==> config.mk <==
export PLATFORM = sky130hd
export DESIGN_NAME = match_clear_timer_event_counter
export DESIGN_NICKNAME = d
export VERILOG_FILES = /design/src/hdl/match_timer_pkg.sv /design/src/hdl/match_clear_timer_event_counter.sv
export VERILOG_INCLUDE_DIRS = /design/src /design/src/hdl
export SDC_FILE = /design/constraint.sdc
export NUM_CORES = 1
export LEC_CHECK = 0
export BUFFER_PORTS_ARGS = -buffer_cell sky130_fd_sc_hd__buf_2
export CORE_MARGIN = 10
export CORE_UTILIZATION = 58
export DETAILED_ROUTE_END_ITERATION = 10
export GPL_ROUTABILITY_DRIVEN = 0
export MAX_ROUTING_LAYER = met4
export PLACE_DENSITY = 0.86
export SYNTH_ARGS = -nofsm -noshare
export SYNTH_HDL_FRONTEND = slang
export SYNTH_SLANG_ARGS = --single-unit
export TNS_END_PERCENT = 10
==> constraint.sdc <==
create_clock -name clock -period 5.05 [get_ports clock]
set_input_delay 0.2525 -clock clock [delete_from_list [all_inputs] [get_ports clock]]
set_output_delay 0.2525 -clock clock [all_outputs]
set_load 0.005 [all_outputs]
==> src/hdl/match_timer_consts.svh <==
// constants for the match-clear timer / event counter
// assumes: included by the timer package and the timer module
`ifndef MATCH_TIMER_CONSTS_SVH
`define MATCH_TIMER_CONSTS_SVH
`define MODE_STOP     2'h0
`define MODE_EDGE_CLR 2'h2
`define MODE_MATCH    2'h3
`define CKSEL_EVENT   2'h3
`define EDGE_RISE     2'h1
`define EDGE_BOTH     2'h3
`define TOC_OE_BIT    0
`define TOC_TOG0_BIT  1
`define TOC_TOG1_BIT  4
`define TOC_LVR_BIT   2
`define TOC_LVS_BIT   3
`define TOC_SET_RST   8'h00
`define PRM_SET_RST   8'h00
`define TMC_SET_RST   8'h00
`define PM_SET_RST    8'hff
`define CNT_ZERO      16'h0000
`define CR_RST        16'h0000
`define DIV_2_LOG     2
`define DIV_8_LOG     8
`define DIV4_LAST     2'h3
`define DIV256_LAST   8'hff
`define CKSEL_FCLK    2'h0
`define CKSEL_DIV4    2'h1
`define CKSEL_DIV256  2'h2
`define TMC_MODE_HI   3
`define TMC_MODE_LO   2
`define PRM_CKSEL_HI  1
`define PRM_CKSEL_LO  0
`define PRM_EDGE_HI   5
`define PRM_EDGE_LO   4
`define PM_TO_BIT     1
`define TOC_WMASK     8'h13
`define SYNC_STAGES   3
`endif

==> src/hdl/match_timer_pkg.sv <==
// types for the match-clear timer / event counter
// assumes: nothing beyond the constants header
`include "match_timer_consts.svh"
package match_timer_pkg;
	typedef enum logic [1:0] {
		run_stopped,
		run_first,
		run_active
	} run_state_t;
endpackage : match_timer_pkg

==> src/hdl/match_clear_timer_event_counter.sv <==
// 16-bit match-clear interval timer, square-wave output and event counter
// assumes: registers written by the cpu through documented write strobes on clock
//
// Functional notes
// - mode 11 starts match-clear counting on count clock
// - compare zero match clears counter, raises irq zero
// - interval is compare value plus one counts
// - compare one match raises irq one, not masked in this module
// - compare zero match toggles output in square use
// - square frequency is half the match rate
// - clock select 11 counts event pin edges
// - later irq every compare plus one events
// - first irq after compare plus two events
// - event edge needs two consecutive equal samples
// - counter readable without disturbing counting
// - mode 00 stops and clears counter
// - edge select 01 rising, 11 both edges
// - direction bit 0 drives pin, 1 input
// - output control bit 1 enables toggle on compare zero match
// - output control bit 0 low holds output low
`include "match_timer_consts.svh"
module match_clear_timer_event_counter import match_timer_pkg::*; #(
	parameter int CNT_W = 16
) (
	input  wire logic             clock,        // peripheral clock, 50 MHz
	input  wire logic             srst,         // synchronous reset, active high
	input  wire logic             tmc_we,       // write strobe, mode control
	input  wire logic             toc_we,       // write strobe, output control
	input  wire logic             prm_we,       // write strobe, prescaler/edge select
	input  wire logic             cr0_we,       // write strobe, compare zero
	input  wire logic             cr1_we,       // write strobe, compare one
	input  wire logic             pm_we,        // write strobe, port direction
	input  wire logic [7:0]       wdata8,       // byte write data
	input  wire logic [CNT_W-1:0] wdata16,      // compare write data
	input  wire logic             event_input_pin, // external event pin
	output logic [CNT_W-1:0]      up_counter,   // counter value
	output logic [7:0]            tmc_rd,       // mode control readback
	output logic [7:0]            toc_rd,       // output control readback
	output logic [7:0]            prm_rd,       // prescaler readback
	output logic [7:0]            pm_rd,        // port direction readback
	output logic [CNT_W-1:0]      cr0_rd,       // compare zero readback
	output logic [CNT_W-1:0]      cr1_rd,       // compare one readback
	output logic                  match_irq_zero, // match zero pulse
	output logic                  match_irq_one,  // match one pulse
	output logic                  timer_output_pin, // timer output level on pin
	output logic                  timer_output_oe   // pin output enable
);
	initial begin
		if (CNT_W < 2 || CNT_W > 16)
			$error("CNT_W out of range");
	end

	// software-visible registers, then internal state
	logic [7:0]       timer_mode_control_reg;
	logic [7:0]       timer_output_control;
	logic [7:0]       prescaler_edge_select;
	logic [7:0]       port_direction_reg;
	logic [CNT_W-1:0] compare_reg_zero;
	logic [CNT_W-1:0] compare_reg_one;
	logic [7:0]                prediv_r;
	logic [`SYNC_STAGES-1:0]   ev_sync_r;
	logic             ev_level_r;
	logic             ev_armed_r;
	logic             to_level_r;
	run_state_t       run_r;
	// decoded fields and strobes
	logic [1:0]       op_mode;
	logic [1:0]       clock_sel;
	logic [1:0]       edge_sel;
	logic             running;
	logic             tick;
	logic             ev_edge;
	logic             ev_new;
	logic             match0;
	logic             match1;

	// edge polarity decode; the prohibited code falls back to falling edges
	function automatic logic edge_ok(input logic [1:0] sel, input logic old_l,
	                                 input logic new_l);
		case (sel)
			`EDGE_RISE: edge_ok = !old_l && new_l;
			`EDGE_BOTH: edge_ok = old_l != new_l;
			default:    edge_ok = old_l && !new_l;
		endcase
	endfunction : edge_ok

	assign op_mode   = timer_mode_control_reg[`TMC_MODE_HI:`TMC_MODE_LO];
	assign clock_sel = prescaler_edge_select[`PRM_CKSEL_HI:`PRM_CKSEL_LO];
	assign edge_sel  = prescaler_edge_select[`PRM_EDGE_HI:`PRM_EDGE_LO];
	assign running   = op_mode != `MODE_STOP;

	// mode control register; only the two mode bits steer the logic
	always_ff @(posedge clock) begin
		if (srst)
			timer_mode_control_reg <= `TMC_SET_RST;
		else if (tmc_we)
			timer_mode_control_reg <= wdata8;
	end

	// count clock and edge select; rewriting it while running is not guarded
	always_ff @(posedge clock) begin
		if (srst)
			prescaler_edge_select <= `PRM_SET_RST;
		else if (prm_we)
			prescaler_edge_select <= wdata8;
	end

	// port direction, every pin an input after reset
	always_ff @(posedge clock) begin
		if (srst)
			port_direction_reg <= `PM_SET_RST;
		else if (pm_we)
			port_direction_reg <= wdata8;
	end

	// compare zero; a zero value would match forever and is left to software
	always_ff @(posedge clock) begin
		if (srst)
			compare_reg_zero <= `CR_RST;
		else if (cr0_we)
			compare_reg_zero <= wdata16;
	end

	// compare one only feeds the second match pulse and its toggle
	always_ff @(posedge clock) begin
		if (srst)
			compare_reg_one <= `CR_RST;
		else if (cr1_we)
			compare_reg_one <= wdata16;
	end

	// output control keeps enable and toggle bits; level triggers read as zero
	always_ff @(posedge clock) begin
		if (srst)
			timer_output_control <= `TOC_SET_RST;
		else if (toc_we)
			timer_output_control <= wdata8 & `TOC_WMASK;
	end

	// event pin: three flops, a change counts when second and third agree
	always_ff @(posedge clock) begin
		if (srst)
			ev_sync_r[0] <= 1'b0;
		else
			ev_sync_r[0] <= event_input_pin;
	end

	for (genvar g = 1; g < `SYNC_STAGES; g++) begin : g_sync
		always_ff @(posedge clock) begin
			if (srst)
				ev_sync_r[g] <= 1'b0;
			else
				ev_sync_r[g] <= ev_sync_r[g-1];
		end
	end

	// settled level; a one-sample pulse never reaches it
	always_ff @(posedge clock) begin
		if (srst)
			ev_level_r <= 1'b0;
		else if (ev_sync_r[1] == ev_sync_r[2])
			ev_level_r <= ev_sync_r[2];
	end

	// qualified edge of the selected polarity, one clock wide
	assign ev_new  = (ev_sync_r[1] == ev_sync_r[2]) ? ev_sync_r[2] : ev_level_r;
	assign ev_edge = edge_ok(edge_sel, ev_level_r, ev_new) && ev_new != ev_level_r;

	// divider held at zero while stopped so every start is aligned
	always_ff @(posedge clock) begin
		if (srst || !running)
			prediv_r <= 8'h00;
		else
			prediv_r <= prediv_r + 8'h01;
	end

	// count clock tick, one peripheral clock wide
	always_comb begin
		case (clock_sel)
			`CKSEL_FCLK:   tick = running;
			`CKSEL_DIV4:   tick = running && (prediv_r[`DIV_2_LOG-1:0] == `DIV4_LAST);
			`CKSEL_DIV256: tick = running && (prediv_r == `DIV256_LAST);
			`CKSEL_EVENT:  tick = running && ev_edge && ev_armed_r;
			default:       tick = 1'b0;
		endcase
	end

	// first event after start only arms the counter, giving compare plus two
	always_ff @(posedge clock) begin
		if (srst || !running)
			ev_armed_r <= 1'b0;
		else if (clock_sel == `CKSEL_EVENT && ev_edge)
			ev_armed_r <= 1'b1;
	end

	// raw compare results, qualified by tick wherever they act
	assign match0 = (up_counter == compare_reg_zero);
	assign match1 = (up_counter == compare_reg_one);

	// run state and counter; reads take the output flops and never touch it
	// run_first is not entered: a start goes straight to active
	always_ff @(posedge clock) begin
		if (srst) begin
			run_r      <= run_stopped;
			up_counter <= `CNT_ZERO;
		end else begin
			case (run_r)
				run_stopped: begin
					up_counter <= `CNT_ZERO;
					if (op_mode == `MODE_MATCH)
						run_r <= run_active;
				end
				run_first, run_active: begin
					if (!running) begin
						run_r      <= run_stopped;
						up_counter <= `CNT_ZERO;
					end else if (tick) begin
						if (op_mode == `MODE_MATCH && match0)
							up_counter <= `CNT_ZERO;
						else
							up_counter <= up_counter + 1'b1;
					end
				end
				default: run_r <= run_stopped;
			endcase
		end
	end

	// match zero pulse, one per count tick on the matching value
	always_ff @(posedge clock) begin
		if (srst)
			match_irq_zero <= 1'b0;
		else
			match_irq_zero <= tick && run_r != run_stopped && match0;
	end

	// match one pulse; masking it is left to the interrupt controller
	always_ff @(posedge clock) begin
		if (srst)
			match_irq_one <= 1'b0;
		else
			match_irq_one <= tick && run_r != run_stopped && match1;
	end

	// timer output toggling on compare zero match with toggle bit 1 and on compare one match with toggle bit 4
	always_ff @(posedge clock) begin
		if (srst || !running)
			to_level_r <= 1'b0;
		else if (!timer_output_control[`TOC_OE_BIT])
			to_level_r <= 1'b0;
		else if (tick && match0 && timer_output_control[`TOC_TOG0_BIT])
			to_level_r <= !to_level_r;
		else if (tick && match1 && timer_output_control[`TOC_TOG1_BIT])
			to_level_r <= !to_level_r;
	end

	// pin level, registered so the pin never shows a decode glitch
	always_ff @(posedge clock) begin
		if (srst)
			timer_output_pin <= 1'b0;
		else
			timer_output_pin <= to_level_r;
	end

	// pin output enable: a cleared direction bit drives the pin
	always_ff @(posedge clock) begin
		if (srst)
			timer_output_oe <= 1'b0;
		else
			timer_output_oe <= !port_direction_reg[`PM_TO_BIT];
	end

	// register readback, one clock behind the registers
	always_ff @(posedge clock) begin
		if (srst) begin
			tmc_rd <= 8'h00;
			toc_rd <= 8'h00;
			prm_rd <= 8'h00;
			pm_rd  <= 8'h00;
			cr0_rd <= `CR_RST;
			cr1_rd <= `CR_RST;
		end else begin
			tmc_rd <= timer_mode_control_reg;
			toc_rd <= timer_output_control;
			prm_rd <= prescaler_edge_select;
			pm_rd  <= port_direction_reg;
			cr0_rd <= compare_reg_zero;
			cr1_rd <= compare_reg_one;
		end
	end
endmodule : match_clear_timer_event_counter

==> results.cfg, run 1 <==
[route]
drt_iter0_markers = 407
viasPerCell = 5.48
drc_errors = 0
drtAntennaViolNets = 0
postRouteWirelength_um = 14900
firstDrtPassIters = 5
num_vias = 4590
wl_per_cell_um = 17.8

[sta]
setup_viol = 0
clock_skew_ns = 0.0167
maxSlewHeadroom_pct = 52.5
maxSlewViolCount = 0
worstMarginPinSlew_ns = 0.710
tns_ns = 0
finalCritPeriodShare_pct = 52.6
finalHoldViolations = 0
fmax_ghz = 0.377
finalCriticalPeriod_ns = 2.66
rsz0062_at_grt = false

[finish]
design_area_um2 = 7160
nets = 731
syn2layout_area_growth_pct = 23.1
final_util_pct = 73.2
drive_gt1_share_pct = 21.6
insertedDiodeCount = 0

[grt]
overflow = 0
grt_pass1_wl_um = 24000
grt_pass1_vias = 4566
grt_usage_pct = 21.4
grt_max_degree = 70
antenna_found_initial = 0

[synth]
avgSynthCellArea_um2 = 10.0
synth_warnings = 0
synthArstFlopShare_pct = 0
yosysTopAreaCell = dfxtp_1
ys_types = 46
synth_top_area_share_pct = 52.7
yosys-top-cells-count = dfxtp_1 (153), nor2b_1 (70), nor2_1 (67)
ys_seq_area_share_pct = 52.7
ys.flop_type = dfxtp_1
ys_ff_latch = 153
yosys-top-cells-area = dfxtp_1 (53%), mux2i_1 (9.0%), nor2b_1 (7.5%)
synth_edf_count = 0
synth.most_common_cell = dfxtp_1
syn_inst = 581
synth_area_um2 = 5810

[power_and_ir_drop]
vdd_ir_drop_max_uv = 225
static-leakage-power_nw = 3.35
powerDensity_nw_per_um2 = 386
totalPowerFinal_mw = 2.76

[cts]
cts_buffers = 17
cts_max_level = 4
clk_path_buf_depth = 2
path_clk_slew_ns = 0.06
cts_tree = built
clkSinkCount = 153
cts_setup_buffers = 0
clockRootBuffer = clkbuf_8
clk_latency_ns = 0.53

[hold_path]
min_to = compare_reg_one[15]
timing.hold.worst.start = wdata16[15]
hold_depth = 3
hp-class = input port to flip-flop

[setup_path]
critPathRequiredTime_ns = 5.48
crit_top_cell = o21a_1
crit_family = compound AO/OA/AOI/OAI gates
critPathLaunchType = flip-flop
arrival_ns = 3.09
r2r_slack_ns = 2.39
reg2regPathDepth = 8
cp_num_buf_inv = 0
crit_fanout = 10
reg2reg_to = up_counter[2]
crit_path_cell_trace = a21o_1 > o21a_1 > ha_1 > nand2b_1 > nor4b_2 > o21a_1 > o21ai_2 > o311ai_1
slowest_delay_ns = 0.55
end_kind = flip-flop
crit_type = flip-flop to flip-flop
timing.rr.start = ev_level_r
cpMaxStageDelayCell = nor4b_2

[die]
die-height_um = 120
die-area_um2 = 14400
initial_core_util_pct = 59.5
core_area_um2 = 9770
fp-row-count = 36
ios = 117
die_w_um = 120

[placed_design]
dpl.hpwl_um = 9740
postPlaceCellArea_um2 = 6360
port_buffers = 111

[outcome]
outcome = complete, no violations

[job]
drv_cap = 0
[layer usage]
metal  GRT usage, %  part of all wire (%)
met1           25.0                    41
met2           34.0                    48
met5              -                     0
met4           8.14                   3.0
met3           6.33                   8.0
[cell families (layout without fill, tap and decap cells)]
family / count (synthesis) / in the layout / synth area share [%]
simple gates: 218 / 218 / 19.4
flops: 153 / 153 / 52.7
compound gates: 60 / 60 / 7.64
mux: 52 / 52 / 8.95
buf+inv: 52 / 171 / 4.05
xor+xnor: 38 / 38 / 5.72
fa+ha+maj: 7 / 7 / 1.51
other cells: 1 / 5 / 0.0645
[power breakdown]
part	internal, mW	total, mW	switching, mW
combinational	0.0865	0.181	0.0943
sequential	1.26	1.29	0.0332
clock	0.787	1.29	0.503
[area by class of cell]
class	instances	area (µm²)
Clock inverter	12	166
Inverter	8	30.0
Multi-Input combinational cell	380	2530
Tap cell	133	166
Fill cell	666	2620
Clock buffer	20	445
Sequential cell	153	3060
Timing Repair Buffer	131	753
[metrics by stage]
step           instances  setup slack [ns]  hold slack, ns
2_1_floorplan        585              2.81           0.370
4_1_cts              837              2.45         0.00996
6_report             837              2.39          0.0167
3_3_place_gp         787              2.58           0.410
3_5_place_dp         787              2.48           0.422
5_1_grt              837              2.24         0.00797
[placed cells by master (no fill, tap or decap), types with 9 or more instances in the layout]
master	instances
clkbuf_16	16
nor2b_1	70
nand3_1	9
nand2_1	30
xor2_1	37
nor2_1	67
mux2i_1	52
nor4_1	9
o21ai_0	16
o211ai_1	14
dfxtp_1	153
buf_2	110
dlygate4sd3_1	18
[how the worst max path moves through the flow]
stage                              from             end  slack, ns  depth (start not counted)
after floorplan              ev_level_r  up_counter[10]       2.81                          8
final                        ev_level_r   up_counter[2]       2.39                          8
after detailed placement     ev_level_r   up_counter[2]       2.48                          8
after CTS                    ev_level_r   up_counter[2]       2.45                          8
after global placement       ev_level_r   up_counter[2]       2.58                          8
after global routing      up_counter[2]   up_counter[3]       2.24                          5
[tightest hold or removal path, stage by stage]
cell	delay, ns
buf_2	0.11
mux2i_1	0.07
nor2_1	0.07
[repair_timing]
action                    4_1_cts  5_1_grt
hold endpoints to repair       26        0
resized for setup               0        0
hold buffers                   18        0
Power figures use the tool's default switching activity.
==> run 2: changes to the inputs <==
--- a/config.mk
+++ b/config.mk
@@ -8,11 +8,11 @@
 export LEC_CHECK = 0
 export BUFFER_PORTS_ARGS = -buffer_cell sky130_fd_sc_hd__buf_2
 export CORE_MARGIN = 10
-export CORE_UTILIZATION = 58
+export CORE_UTILIZATION = 49
 export DETAILED_ROUTE_END_ITERATION = 10
 export GPL_ROUTABILITY_DRIVEN = 0
 export MAX_ROUTING_LAYER = met4
-export PLACE_DENSITY = 0.86
+export PLACE_DENSITY = 0.77
 export SYNTH_ARGS = -nofsm -noshare
 export SYNTH_HDL_FRONTEND = slang
 export SYNTH_SLANG_ARGS = --single-unit
==> constraint.sdc (replaced) <==
create_clock -name clock -period 2.3 [get_ports clock]
set_input_delay 0.115 -clock clock [delete_from_list [all_inputs] [get_ports clock]]
set_output_delay 0.115 -clock clock [all_outputs]
set_load 0.005 [all_outputs]
==> results.cfg, run 2 (synthesized netlist as in run 1, its figures left out) <==
[outcome]
outcome = complete, no violations

[setup_path]
critPathLaunchType = flip-flop
timing.rr.start = ev_level_r
crit_path_start = ev_level_r
arrival_ns = 2.62
crit_fanout = 4
critPathRequiredTime_ns = 2.64
crit_type = flip-flop to flip-flop
end_kind = flip-flop

[route]
firstDrtPassIters = 6
top_layer = met4
wl_met3_um = 1020
drtAntennaViolNets = 0
viasPerCell = 5.20
num_vias = 4519
wl_per_cell_um = 16.9
drt_iter0_markers = 602
met2WireLength_um = 6750
wl_met1_um = 6420
drc_errors = 0
postRouteWirelength_um = 14700

[hold_path]
timing.hold.worst.start = toc_we
hp-class = input port to flip-flop

[sta]
maxSlewViolCount = 0
maxSlewHeadroom_pct = 57.8
worstMarginPinSlew_ns = 0.631
setup_viol = 0
rsz0062_at_grt = true
finalHoldViolations = 0
worst_slack_ns = 0.0185
finalCritPeriodShare_pct = 99.2
finalCriticalPeriod_ns = 2.28
clock_skew_ns = 0.0119
fmax_ghz = 0.438

[finish]
stdcell_count = 869
nets = 754
drive_gt1_share_pct = 23.6
syn2layout_area_growth_pct = 26.9
insertedDiodeCount = 0
final_cell_mix = dfxtp_1 (152), buf_2 (110), nor2b_1 (70)
layout_commonest_cell = dfxtp_1
fillers = 912
multi_input_area_um2 = 2560
design_area_um2 = 7380
register_area_um2 = 3060

[placed_design]
port_buffers = 111
postPlaceCellArea_um2 = 6490
dpl.hpwl_um = 10000
dp_slack_ns = 0.0388
dpl.cell_count = 810

[power_and_ir_drop]
static-leakage-power_nw = 3.47
vdd_ir_drop_max_uv = 428
totalPowerFinal_mw = 6.00
powerDensity_nw_per_um2 = 814

[die]
initial_core_util_pct = 50.5
core_area_um2 = 11500
die-area_um2 = 16600
fp-row-count = 39
die_w_um = 129
die-height_um = 129
ios = 117

[cts]
cts_max_level = 4
clockRootBuffer = clkbuf_16
cts_tree = built
cts_buffers = 17
path_clk_slew_ns = 0.06
clkSinkCount = 153
clk_latency_ns = 0.42
clk_path_buf_depth = 2

[grt]
grt_pass1_wl_um = 22700
grt_max_degree = 127
overflow = 0
grt_usage_pct = 17.8
antenna_found_initial = 0
grt_pass1_vias = 4395

[job]
drv_cap = 0
-- run 2: final timing paths --
kind / end / slack (ns) / cells past startpoint
worst max-delay path: up_counter[10] / 0.02 / 9
worst min register to register: ev_sync_r[1] / 0.45 / 1
worst max register to register: up_counter[10] / 0.02 / 9
worst min-delay path: timer_output_control[1] / 0.02 / 3
-- run 2: final cells by class --
type                    count  area share [%]
clock buffers              25            6.85
clock inverters             6            1.19
inverters                   8           0.407
multi-input cells         380            34.6
flip-flops and latches    153            41.5
well taps                 143            2.42
repair buffers            154            13.0
-- run 2: repair_timing --
action                                  CTS  global route
setup buffers                             1             2
resized for setup                         1             6
hold buffers                             25             0
hold endpoints to repair                 56             0
pin swaps                                 0             4
endpoints found under the setup margin    1            15
-- run 2: stage by stage --
step,utilization [%],TNS (ns),hold slack (ns)
finish,64.1,0,0.0242
global route,64.1,-0.129,0.0262
CTS,63.8,0,0.0109
detailed placement,56.3,0,0.341
global placement,56.3,0,0.335
floorplan,-,0,0.233
-- run 2: layer usage --
metal	GRT usage, %	up-vias
met3	5.01	45
met2	26.7	184
met1	21.7	2082
met4	8.29	0
met5	-	-
li1	-	2208
-- run 2: where the power goes --
group	switching, mW	internal, mW
Clock	1.03	1.73
Sequential	0.0686	2.76
Combinational	0.206	0.202
Total	1.30	4.70
-- run 2: worst max-delay path, stage by stage (launching register included) --
cell and delay, ns:
dfxtp_2 0.34, a21o_1 0.17, o21a_1 0.13, ha_1 0.31, nand2b_4 0.15, nor4b_2 0.24
buf_4 0.18, nor2_2 0.05, or4_1 0.48, o211ai_1 0.17
